## config.mk

```make
export PLATFORM = sky130hd
export DESIGN_NAME = fpm_top
export DESIGN_NICKNAME = d
export VERILOG_FILES = /design/src/rtl/fpm_pkg.sv /design/src/rtl/fpm_ram.sv /design/src/rtl/fpm_top.sv
export VERILOG_INCLUDE_DIRS = /design/src /design/src/rtl
export SDC_FILE = /design/constraint.sdc
export NUM_CORES = 2
export LEC_CHECK = 0
export BUFFER_PORTS_ARGS = -buffer_cell sky130_fd_sc_hd__buf_2
export CAP_MARGIN = 20
export CORE_ASPECT_RATIO = 1.75
export CORE_MARGIN = 1.5
export CORE_UTILIZATION = 60
export DETAILED_ROUTE_END_ITERATION = 8
export HOLD_SLACK_MARGIN = 0.08
export PLACE_DENSITY = 0.76
export RECOVER_POWER = 50
export SETUP_SLACK_MARGIN = 0.2
export SYNTH_ARGS = -nofsm -noshare
export SYNTH_HDL_FRONTEND = slang
export SYNTH_SLANG_ARGS = --single-unit
```

## constraint.sdc

```tcl
create_clock -name sys_clk -period 5.3 [get_ports sys_clk]
set_input_delay 0.265 -clock sys_clk [delete_from_list [all_inputs] [get_ports sys_clk]]
set_output_delay 0.265 -clock sys_clk [all_outputs]
set_load 0.005 [all_outputs]
```

## src/rtl/fpm_cfg.svh

```systemverilog
// constants for the flash program mode controller
// Operation
// - flash is written one byte or up to 32 bytes in one row operation
// - erasing or writing one sector never touches any other sector
// - first sector size comes from the option byte field, not fixed
// - in programming socket all sectors, option row and eeprom alterable
// - in circuit programming alters all sectors, option row and eeprom
// - self programming alters only second sector and eeprom, blocks rest
// - tool sends entry pattern on clock and data pins while reset low
// - comm mode boots from system memory vector instead of user vector
// - tool sends driver bytes serially on data pin, stored in ram
// - after download the driver runs from ram and programs the flash
// - permanent write lock refuses all program memory change, cleared only by reset
`ifndef FPM_CFG_SVH
`define FPM_CFG_SVH
`define FPM_VECTOR_USER    16'hFFFE
`define FPM_VECTOR_SYSMEM  16'hEFFE
`define FPM_RAM_BASE       16'h0080
`define FPM_ENTRY_KEY      8'hA5
`define FPM_ENTRY_BITS     4'h8
`define FPM_ROW_BYTES      7'h20
`define FPM_S0_BASE_0      16'hFE00
`define FPM_S0_BASE_1      16'hFC00
`define FPM_S0_BASE_2      16'hF800
`define FPM_S0_BASE_3      16'hF000
`define FPM_SPACE_FLASH    2'h0
`define FPM_SPACE_OPTION   2'h1
`define FPM_SPACE_EEPROM   2'h2
`endif

```

## src/rtl/fpm_pkg.sv

```systemverilog
// types shared by the flash program mode controller
package fpm_pkg;
  typedef enum logic [1:0] {
    FPM_BOOT_USER   = 2'b00,
    FPM_BOOT_SOCKET = 2'b01,
    FPM_BOOT_COMM   = 2'b10
  } fpm_boot_t;

  typedef enum logic [1:0] {
    FPM_REG_SEC0   = 2'b00,
    FPM_REG_SEC1   = 2'b01,
    FPM_REG_OPTION = 2'b10,
    FPM_REG_EEPROM = 2'b11
  } fpm_region_t;

  typedef enum logic [1:0] {
    FPM_DL_LEN  = 2'b00,
    FPM_DL_DATA = 2'b01,
    FPM_DL_DONE = 2'b10
  } fpm_dl_t;
endpackage

```

## src/rtl/fpm_ram.sv

```systemverilog
// driver download ram with registered read data
`timescale 1ns/10ps
module fpm_ram #(
  parameter int WIDTH = 8,
  parameter int DEPTH = 256,
  parameter int AW    = 8
) (
  input  wire logic             sys_clk,
  input  wire logic             wr_en,
  input  wire logic [AW-1:0]    wr_addr,
  input  wire logic [WIDTH-1:0] wr_data,
  input  wire logic [AW-1:0]    rd_addr,
  output logic      [WIDTH-1:0] rd_data
);
  logic [WIDTH-1:0] mem [DEPTH];
  logic [WIDTH-1:0] rd_data_reg;

  // array itself has no reset, contents come from the download
  always_ff @(posedge sys_clk) begin
    if (wr_en) begin
      mem[wr_addr] <= wr_data;
    end
    rd_data_reg <= mem[rd_addr];
  end

  assign rd_data = rd_data_reg;
endmodule // fpm_ram

```

## src/rtl/fpm_top.sv

```systemverilog
// flash program mode control: boot mode entry, driver download, write gate
`timescale 1ns/10ps
`include "fpm_cfg.svh"
module fpm_top
  import fpm_pkg::*;
#(
  parameter int RAM_DEPTH = 256,
  parameter int RAM_AW    = 8
) (
  input  wire logic              sys_clk,
  input  wire logic              reset,
  input  wire logic              reset_pin_n,
  input  wire logic              comm_serial_clock_pin,
  input  wire logic              comm_serial_data_pin,
  input  wire logic              socket_strap,
  input  wire logic              self_prog_enable,
  input  wire logic              permanent_write_lock_bit,
  input  wire logic [1:0]        sector0_size_opt,
  input  wire logic              prog_req,
  input  wire logic              prog_erase,
  input  wire logic [1:0]        prog_space,
  input  wire logic [15:0]       prog_addr,
  input  wire logic [5:0]        prog_count,
  input  wire logic [RAM_AW-1:0] ram_rd_addr,
  output logic      [7:0]        ram_rd_data,
  output logic                   cpu_hold,
  output logic      [1:0]        boot_mode,
  output logic      [15:0]       boot_vector,
  output logic                   run_from_ram,
  output logic      [15:0]       exec_addr,
  output logic                   prog_grant,
  output logic                   prog_refuse,
  output logic      [3:0]        prog_region_sel,
  output logic                   prog_erase_out,
  output logic      [15:0]       prog_addr_out,
  output logic      [5:0]        prog_count_out,
  output logic                   write_locked
);

  // three-stage synchronisers for the pins, stage one feeds stage two only
  logic [2:0] rst_sync_reg, clk_sync_reg, dat_sync_reg;
  logic       rst_stable_reg, rst_stable_next;
  logic       clk_stable_reg, clk_stable_next;

  always_ff @(posedge sys_clk) begin
    if (reset) begin
      rst_sync_reg <= 3'h0;
      clk_sync_reg <= 3'h7;
      dat_sync_reg <= 3'h0;
    end else begin
      rst_sync_reg <= {rst_sync_reg[1:0], reset_pin_n};
      clk_sync_reg <= {clk_sync_reg[1:0], comm_serial_clock_pin};
      dat_sync_reg <= {dat_sync_reg[1:0], comm_serial_data_pin};
    end
  end

  // a level counts once stages two and three agree
  logic pin_release, pin_low, link_rise;
  always_comb begin
    rst_stable_next = rst_stable_reg;
    clk_stable_next = clk_stable_reg;
    if (rst_sync_reg[1] == rst_sync_reg[2]) begin
      rst_stable_next = rst_sync_reg[2];
    end
    if (clk_sync_reg[1] == clk_sync_reg[2]) begin
      clk_stable_next = clk_sync_reg[2];
    end
    pin_release = rst_stable_next & ~rst_stable_reg;
    pin_low     = ~rst_stable_reg;
    link_rise   = clk_stable_next & ~clk_stable_reg;
  end

  // idle clock pin reads high thanks to the pull-up
  always_ff @(posedge sys_clk) begin
    if (reset) begin
      rst_stable_reg <= 1'b0;
      clk_stable_reg <= 1'b1;
    end else begin
      rst_stable_reg <= rst_stable_next;
      clk_stable_reg <= clk_stable_next;
    end
  end

  // entry pattern shifter and boot mode latch
  fpm_boot_t  mode_reg, mode_next;
  logic [7:0] shift_reg, shift_next;
  logic [3:0] bits_reg, bits_next;
  logic       lock_reg, lock_next;
  logic       entry_ok;

  always_comb begin
    mode_next  = mode_reg;
    shift_next = shift_reg;
    bits_next  = bits_reg;
    entry_ok   = (shift_reg == `FPM_ENTRY_KEY) &&
                 (bits_reg >= `FPM_ENTRY_BITS);
    // lock only ever sets, nothing but reset clears it
    lock_next  = lock_reg | permanent_write_lock_bit;
    if (link_rise) begin
      shift_next = {shift_reg[6:0], dat_sync_reg[2]};
      // wrap back to eight so the low bits keep framing download bytes
      if (bits_reg != 4'hF) begin
        bits_next = bits_reg + 4'h1;
      end else begin
        bits_next = `FPM_ENTRY_BITS;
      end
    end
    if (pin_low) begin
      mode_next = FPM_BOOT_USER;
    end
    if (pin_release) begin
      // mode frozen here until the next reset pin assertion
      if (entry_ok) begin
        mode_next = FPM_BOOT_COMM;
      end else if (socket_strap) begin
        mode_next = FPM_BOOT_SOCKET;
      end else begin
        mode_next = FPM_BOOT_USER;
      end
      shift_next = 8'h00;
      bits_next  = 4'h0;
    end
  end

  always_ff @(posedge sys_clk) begin
    if (reset) begin
      mode_reg  <= FPM_BOOT_USER;
      shift_reg <= 8'h00;
      bits_reg  <= 4'h0;
      lock_reg  <= 1'b0;
    end else begin
      mode_reg  <= mode_next;
      shift_reg <= shift_next;
      bits_reg  <= bits_next;
      lock_reg  <= lock_next;
    end
  end

  // driver download into ram, first byte is the length
  fpm_dl_t         dl_reg, dl_next;
  logic [7:0]      len_reg, len_next;
  logic [7:0]      waddr_reg, waddr_next;
  logic            run_reg, run_next;
  logic            ram_we;
  logic            byte_done;
  logic [7:0]      byte_val;

  always_comb begin
    dl_next    = dl_reg;
    len_next   = len_reg;
    waddr_next = waddr_reg;
    run_next   = run_reg;
    ram_we     = 1'b0;
    byte_val   = {shift_reg[6:0], dat_sync_reg[2]};
    byte_done  = link_rise && (bits_reg[2:0] == 3'h7) && !pin_low &&
                 (mode_reg == FPM_BOOT_COMM);
    unique case (dl_reg)
      FPM_DL_LEN: begin
        if (byte_done) begin
          len_next = byte_val;
          dl_next  = (byte_val == 8'h00) ? FPM_DL_DONE : FPM_DL_DATA;
        end
      end
      FPM_DL_DATA: begin
        if (byte_done) begin
          ram_we     = 1'b1;
          waddr_next = waddr_reg + 8'h01;
          if (waddr_next == len_reg) begin
            dl_next = FPM_DL_DONE;
          end
        end
      end
      FPM_DL_DONE: begin
        run_next = 1'b1;
      end
      default: dl_next = FPM_DL_LEN;
    endcase
    if (pin_low) begin
      dl_next    = FPM_DL_LEN;
      waddr_next = 8'h00;
      run_next   = 1'b0;
    end
  end

  always_ff @(posedge sys_clk) begin
    if (reset) begin
      dl_reg    <= FPM_DL_LEN;
      len_reg   <= 8'h00;
      waddr_reg <= 8'h00;
      run_reg   <= 1'b0;
    end else begin
      dl_reg    <= dl_next;
      len_reg   <= len_next;
      waddr_reg <= waddr_next;
      run_reg   <= run_next;
    end
  end

  fpm_ram #(
    .WIDTH (8),
    .DEPTH (RAM_DEPTH),
    .AW    (RAM_AW)
  ) u_ram (
    .sys_clk (sys_clk),
    .wr_en   (ram_we),
    .wr_addr (RAM_AW'(waddr_reg)),
    .wr_data (byte_val),
    .rd_addr (ram_rd_addr),
    .rd_data (ram_rd_data)
  );

  // region decode and permission check for each request
  logic [15:0]  s0_base;
  fpm_region_t  region;
  logic [6:0]   row_end;
  logic         count_ok, mode_ok, lock_ok;
  logic [3:0]   sel_onehot;

  always_comb begin
    unique case (sector0_size_opt)
      2'h0: s0_base = `FPM_S0_BASE_0;
      2'h1: s0_base = `FPM_S0_BASE_1;
      2'h2: s0_base = `FPM_S0_BASE_2;
      2'h3: s0_base = `FPM_S0_BASE_3;
    endcase
    if (prog_space == `FPM_SPACE_OPTION) begin
      region = FPM_REG_OPTION;
    end else if (prog_space == `FPM_SPACE_EEPROM) begin
      region = FPM_REG_EEPROM;
    end else if (prog_addr >= s0_base) begin
      region = FPM_REG_SEC0;
    end else begin
      region = FPM_REG_SEC1;
    end
    // a burst stays inside one 32-byte row
    row_end  = {2'b00, prog_addr[4:0]} + {1'b0, prog_count};
    count_ok = (prog_count != 6'h00) && (row_end <= `FPM_ROW_BYTES);
    unique case (mode_reg)
      FPM_BOOT_SOCKET: mode_ok = 1'b1;
      FPM_BOOT_COMM:   mode_ok = 1'b1;
      default: mode_ok = self_prog_enable && ((region == FPM_REG_SEC1) ||
                         (region == FPM_REG_EEPROM));
    endcase
    // eeprom data is outside the permanent lock
    lock_ok = !lock_reg || (region == FPM_REG_EEPROM);
  end

  // one select line per region, never more than one at a time
  genvar gi;
  generate
    for (gi = 0; gi < 4; gi++) begin : g_sel
      assign sel_onehot[gi] = (region == fpm_region_t'(gi));
    end
  endgenerate

  logic        grant_reg, grant_next;
  logic        refuse_reg, refuse_next;
  logic [3:0]  sel_reg, sel_next;
  logic        erase_reg, erase_next;
  logic [15:0] paddr_reg, paddr_next;
  logic [5:0]  pcnt_reg, pcnt_next;

  // decision is a one-cycle pulse, target fields hold until next request
  always_comb begin
    grant_next  = 1'b0;
    refuse_next = 1'b0;
    sel_next    = sel_reg;
    erase_next  = erase_reg;
    paddr_next  = paddr_reg;
    pcnt_next   = pcnt_reg;
    if (prog_req) begin
      if (count_ok && mode_ok && lock_ok && !pin_low) begin
        grant_next = 1'b1;
        sel_next   = sel_onehot;
        erase_next = prog_erase;
        paddr_next = prog_addr;
        pcnt_next  = prog_count;
      end else begin
        refuse_next = 1'b1;
        sel_next    = 4'h0;
      end
    end
  end

  always_ff @(posedge sys_clk) begin
    if (reset) begin
      grant_reg  <= 1'b0;
      refuse_reg <= 1'b0;
      sel_reg    <= 4'h0;
      erase_reg  <= 1'b0;
      paddr_reg  <= 16'h0000;
      pcnt_reg   <= 6'h00;
    end else begin
      grant_reg  <= grant_next;
      refuse_reg <= refuse_next;
      sel_reg    <= sel_next;
      erase_reg  <= erase_next;
      paddr_reg  <= paddr_next;
      pcnt_reg   <= pcnt_next;
    end
  end

  // vector and status outputs straight from registers, exec_addr fixed at the ram base
  logic [15:0] vec_reg, vec_next;
  logic        hold_reg, hold_next;
  always_comb begin
    vec_next  = (mode_next == FPM_BOOT_COMM) ? `FPM_VECTOR_SYSMEM
                                             : `FPM_VECTOR_USER;
    hold_next = !rst_stable_next;
  end

  always_ff @(posedge sys_clk) begin
    if (reset) begin
      vec_reg  <= `FPM_VECTOR_USER;
      hold_reg <= 1'b1;
    end else begin
      vec_reg  <= vec_next;
      hold_reg <= hold_next;
    end
  end

  assign cpu_hold        = hold_reg;
  assign boot_mode       = mode_reg;
  assign boot_vector     = vec_reg;
  assign run_from_ram    = run_reg;
  assign exec_addr       = `FPM_RAM_BASE;
  assign prog_grant      = grant_reg;
  assign prog_refuse     = refuse_reg;
  assign prog_region_sel = sel_reg;
  assign prog_erase_out  = erase_reg;
  assign prog_addr_out   = paddr_reg;
  assign prog_count_out  = pcnt_reg;
  assign write_locked    = lock_reg;
endmodule // fpm_top

```

## Yosys cells after proc, flatten, opt, wreduce, memory -nomap -nowiden

Memory sizes are Yosys's and may differ from the RTL's. A register that Yosys moved wholly into a read port is not among the register bits.
Index checks and enable logic that the tools add are counted.

| storage, ports and cells | value |
|---|---|
| register bits after elaboration | 91 |
| bits in latches | 0 |
| RAM bits | 2048 |
| ROM bits | 0 |
| input port bits | 44 |
| output and inout port bits | 74 |
| word-level logic and storage cells | 108 |
| memories | 1 |

| cells by class | value |
|---|---|
| $add $sub $neg | 3 |
| $mul | 0 |
| divide/modulo/power cells | 0 |
| $lt $le $gt $ge | 3 |
| eq/ne operators | 22 |
| shift-type cells | 0 |
| multiplexer cells | 25 |
| bitwise logic cells | 7 |
| reductions and logical operators | 26 |

Memories:

| memory | words | bits a word | read ports | clocked after memory_dff | write ports | line | RTL |
|---|---|---|---|---|---|---|---|
| u_ram.mem | 256 | 8 | 1 | 1 | 1 | fpm_ram.sv:15 | `logic [WIDTH-1:0] mem [DEPTH];` |

Operators by type and width:

| cell | number |
|---|---|
| 16-bit case mux with 4 select lines | 1 |
| 2-bit 2-to-1 mux | 9 |
| 2-bit == test, second input constant | 8 |
| 16-bit greater-or-equal comparator | 1 |
| 13-bit 2-to-1 mux | 1 |
| 1-bit 2-to-1 mux | 11 |
| 2-bit by 1-bit == test with 1-bit output, second input constant | 5 |
| 1-bit logical AND | 9 |
| 8-bit by 1-bit adder with 8-bit output, second input constant | 1 |
| 8-bit == test | 1 |
| 8-bit == test, second input constant | 1 |
| 8-bit logical NOT | 1 |
| 4-bit 2-to-1 mux | 2 |
| 2-bit OR reduction | 4 |
| 5-bit by 6-bit adder with 7-bit output | 1 |
| 7-bit by 6-bit <= comparator with 1-bit output, second input constant | 1 |
| 2-bit logical NOT | 3 |
| 2-bit inequality test, second input constant | 3 |
| 2-bit case mux with 3 select lines | 1 |
| 2-bit AND reduction | 3 |
| 6-bit nonzero test | 1 |
| 4-bit by 1-bit adder with 4-bit output, second input constant | 1 |
| 4-bit greater-or-equal comparator, second input constant | 1 |
| 4-bit inequality test, second input constant | 1 |
| other kinds (8) | 15 |

## Longest topological paths before layout

| depth | value |
|---|---|
| depth in word-level cells | 14 |
| mapped depth | 11 |
| mapped depth without buffers | 8 |

## Modules after synthesis

From an unflattened synthesis, not the netlist that was laid out.

| second synthesis, totals | value |
|---|---|
| cells, all modules | 4173 |
| area total of the unflattened synthesis | 83421.3 um2 |

By module, submodules not included:

| module | instances | cells each | area an instance (um2) | seq. area each (um2) |
|---|---|---|---|---|
| fpm_ram | 1 | 3733 | 79556.3 | 61659.1 |
| fpm_top | 1 | 440 | 3865.0 | 1521.5 |

## Worst setup path after synthesis

Ideal clock, no wire load.

| path | value |
|---|---|
| kind | reg-to-reg |
| start | register shift_reg[0] |
| end | register vec_reg[12] (netlist: boot_vector[12]) |
| setup time | 0.120 ns |
| arrival time | 4.595 ns |
| slack | 0.585 ns |
| stages on the path, launching flop included | 7 |
| period minus slack after synthesis | 4.715 ns |
| cells stage by stage | dfxtp_1 > and3_1 > nand4_1 > nor3_1 > a21oi_1 > nor2_1 > nand2_1 |

| on the way | value |
|---|---|
| cells in the longest elaborated chain, start to end | 6 |

Ends and longest elaborated chain:

| item | line | RTL |
|---|---|---|
| from (decl) | fpm_top.sv:86 | `logic [7:0] shift_reg, shift_next;` |
| from (signal assigned) | fpm_top.sv:133 | `shift_reg <= shift_next;` |
| 8-bit == test (no line) | - |  |
| 1-bit logical AND | fpm_top.sv:95 | `` entry_ok = (shift_reg == `FPM_ENTRY_KEY) && `` |
| 2-bit 2-to-1 mux | fpm_top.sv:113 | `if (entry_ok) begin` |
| 2-bit 2-to-1 mux | fpm_top.sv:111 | `if (pin_release) begin` |
| 2-bit == test | fpm_top.sv:307 | `` vec_next = (mode_next == FPM_BOOT_COMM) ? `FPM_VECTOR_SYSMEM `` |
| 13-bit 2-to-1 mux (no line) | - |  |
| to (signal assigned) | fpm_top.sv:314 | `` vec_reg <= `FPM_VECTOR_USER; `` |
| to (signal assigned) | fpm_top.sv:317 | `vec_reg <= vec_next;` |
| to (decl) | fpm_top.sv:304 | `logic [15:0] vec_reg, vec_next;` |

No other way between the ends.
A chain may end at the register's enable or synchronous reset.

## Worst setup path after layout

| path | value |
|---|---|
| start | register shift_reg[4] |
| end | memory u_ram.mem[235][5], data pin |

RTL lines:

| item | line |
|---|---|
| to (decl) | fpm_ram.sv:15 |

Straight into the memory's write port.

==> results.json <==
{
  "syn_to_final_growth_pct": 9.81,
  "antenna_left": 0,
  "violations": "capacitance limit, slew limit",
  "worstPathRequired_ns": 5.64,
  "min_delay_path_depth": 4,
  "p_per_area_nw_per_um2": 349,
  "layout_common_cells": "edfxtp_1 (2,048), mux4_2 (480), nor2_1 (321)",
  "final_common_cell": "edfxtp_1",
  "ios": 118,
  "hp-class": "in2reg",
  "drive_gt1_share_pct": 21.2,
  "largest_register_ffs": 2048,
  "first_pass_iters": 8,
  "fin_area_um2": 90800,
  "htree_num_levels": 4,
  "cts-root-buf": "clkbuf_16",
  "slew_viol_final": 1114,
  "arrival_ns": 4.77,
  "clk_pin_slew_ns": 0.07,
  "reg2reg_depth": 2,
  "p_clk_share_pct": 39.9,
  "cts.sinks": 2132,
  "cts_buffer_depth": 3,
  "finalSetupViolCount": 0,
  "p_total_w": 0.0317,
  "synthesis.area_um2": 82700,
  "end_kind": "register",
  "outcome": "finished, violations left",
  "synth_edf_count": 2048,
  "routed_wl_um": 202000,
  "tightest_slew_ns": 3.52,
  "setup_slack_ns": 0.872,
  "p_comb_share_pct": 2.7,
  "first_global_vias": 42381,
  "finClkSkew_ns": 0.0311,
  "routed_via_density": 6.66,
  "placement_rows": 180,
  "core_area_um2": 137000,
  "synthArstFlopShare_pct": 0,
  "detail_route.wl_per_cell_um": 32.9,
  "hold_start": "prog_addr[5]",
  "die_h_um": 494,
  "syn_avg_cell_area_um2": 20.4,
  "grt_pass1_wl_um": 291000,
  "initial_core_util_pct": 60.3,
  "antenna_found_initial": 4,
  "hold_viol_final": 0,
  "cts_tree": "built",
  "min_period_over_period_pct": 83.5,
  "max_freq_ghz": 0.226,
  "grt_usage_pct": 29.2,
  "min_period_ns": 4.43,
  "port_buffers": 86,
  "drtIter0Drc": 4706,
  "drv_cap": 17,
  "peakVddDrop_v": 0.000415,
  "regMostFlops": "u_ram.mem",
  "tns_ns": 0,
  "fin_nets": 4266,
  "crit_type": "reg2reg",
  "place_ws_ns": 1.42,
  "postPlaceCellArea_um2": 85000,
  "ctsResizeCount": 0,
  "ys_ff_latch": 2132,
  "leakage_nw": 29.5,
  "synthFlopType": "edfxtp_1",
  "postCtsHoldBufs": 44,
  "power_frac_seq_pct": 57.4,
  "ys_warn_count": 0,
  "cell_internal_pwr_w": 0.0254,
  "post-cts-setup-buffers": 0,
  "p_sw_w": 0.00630,
  "place_congestion": 0.906,
  "dp.final_hpwl_um": 127000,
  "swShare_pct": 19.9,
  "holdPathEnd": "prog_addr_out[5]",
  "die-area_um2": 140000,
  "ys_seq_area_share_pct": 76.4,
  "die_w_um": 284,
  "cp_max_fo": 77,
  "r2r_start": "shift_reg[4]",
  "clk_latency_ns": 0.81,
  "rsz0062_at_grt": "no",
  "cts_buffers": 169,
  "vias": 41027,
  "grt_max_degree": 210,
  "grt-ovfl-total": 0,
  "r2r_slack_ns": 0.87,
  "relSlewSlack_pct": -135,
  "final_util_pct": 66.2,
  "cp-start-kind": "register",
  "syn_inst": 4055,
  "r2r-end": "u_ram.mem[235][5]",
  "drc": 0,
  "netlist-cell-type-count": 68
}
kinds of logic (layout without fill, tap and decap cells):
logic type                 Yosys count  count (layout)  synth area share, %
adders and majority gates           20              20                0.312
AOI/OAI and AO/OA                  369             369                 3.31
xor gates and xnor gates            19              19                0.201
and+or+nand+nor                    618             618                 3.25
DFF                               2132            2132                 76.4
muxes                              600             600                 14.6
other                                2              34              0.00908
buffers and inverters              295             549                 1.99
worst max-delay path, cell delays in order, from the launching register on:
cell and delay [ns]:
dfxtp_1 1.86, buf_4 0.67, clkbuf_2 1.28
cell type report:
cell class                 count  area (µm²)
antenna                        3        7.51
clock buffer                 206        4510
clock inverter               101         985
fill                        8393       46300
inverter                      22        82.6
multi-input combinational   1657       18000
sequential                  2132       63200
tap                         1820        2280
timing repair buffer         220        1770
power by group through the flow:
stage / sequential, W / clock (W) / combinational (W)
2_1_floorplan: 0.0186 / 0 / 0.000569
3_3_place_gp: 0.0186 / 0 / 0.000811
3_5_place_dp: 0.0186 / 0 / 0.000821
4_1_cts: 0.0182 / 0.0127 / 0.000848
5_1_grt: 0.0182 / 0.0133 / 0.000889
6_report: 0.0182 / 0.0127 / 0.000852
per-layer routing:
layer / vias to the layer above / share of wire, % / GRT usage (%)
met5: - / 0.013 / 0
met4: 4 / 7.8 / 19.7
met1: 21298 / 32 / 32.5
met3: 567 / 7.2 / 4.75
li1: 16911 / - / -
met2: 2247 / 53 / 51.7
metrics by stage:
stage | std cells | hold slack [ns]
2_1_floorplan | 4084 | 0.337
6_report | 6161 | 0.259
3_3_place_gp | 5803 | 0.417
3_5_place_dp | 5804 | 0.408
4_1_cts | 6155 | 0.211
5_1_grt | 6159 | 0.264
worst max-delay path by stage:
stage / start / to / cells after the start
2_1_floorplan: shift_reg[0] / boot_vector[12] / 6
3_3_place_gp: bits_reg[1] / u_ram.mem[139][3] / 8
3_5_place_dp: bits_reg[1] / u_ram.mem[218][7] / 8
4_1_cts: bits_reg[1] / u_ram.mem[218][2] / 8
5_1_grt: shift_reg[4] / u_ram.mem[235][5] / 2
6_report: shift_reg[4] / u_ram.mem[235][5] / 2
synth_stat cells (4+ instances only):
| cell | number | area share (%) |
|---|---|---|
| clkbuf_1 | 102 | 0.46 |
| inv_1 | 21 | 0.095 |
| nor2_1 | 321 | 1.5 |
| a21oi_1 | 31 | 0.19 |
| nor2b_1 | 19 | 0.14 |
| buf_1 | 13 | 0.059 |
| o22ai_1 | 76 | 0.57 |
| a22oi_1 | 71 | 0.64 |
| mux2_2 | 28 | 0.38 |
| o311a_1 | 6 | 0.073 |
| buf_6 | 28 | 0.38 |
| nor4_1 | 13 | 0.098 |
| a211oi_2 | 4 | 0.060 |
| xor2_1 | 11 | 0.12 |
| o221ai_1 | 17 | 0.18 |
| buf_4 | 64 | 0.58 |
| dfxtp_1 | 84 | 2.0 |
| a211o_1 | 6 | 0.064 |
| a31oi_1 | 7 | 0.053 |
| or2_2 | 5 | 0.038 |
| o21ai_0 | 27 | 0.16 |
| xnor2_1 | 8 | 0.085 |
| a22o_1 | 38 | 0.40 |
| mux4_2 | 480 | 13 |
| and2_1 | 4 | 0.030 |
| ha_1 | 19 | 0.29 |
| a221oi_1 | 40 | 0.42 |
| nand2b_1 | 5 | 0.038 |
| and3_1 | 5 | 0.038 |
| nand4_1 | 19 | 0.14 |
| nand2_1 | 151 | 0.69 |
| a221oi_2 | 4 | 0.073 |
| mux2i_1 | 92 | 1.1 |
| a211oi_1 | 23 | 0.21 |
| buf_2 | 65 | 0.39 |
| edfxtp_1 | 2048 | 74 |
| nor3_1 | 20 | 0.12 |
| nand3_1 | 32 | 0.19 |
(Power assumes the default switching activity.)
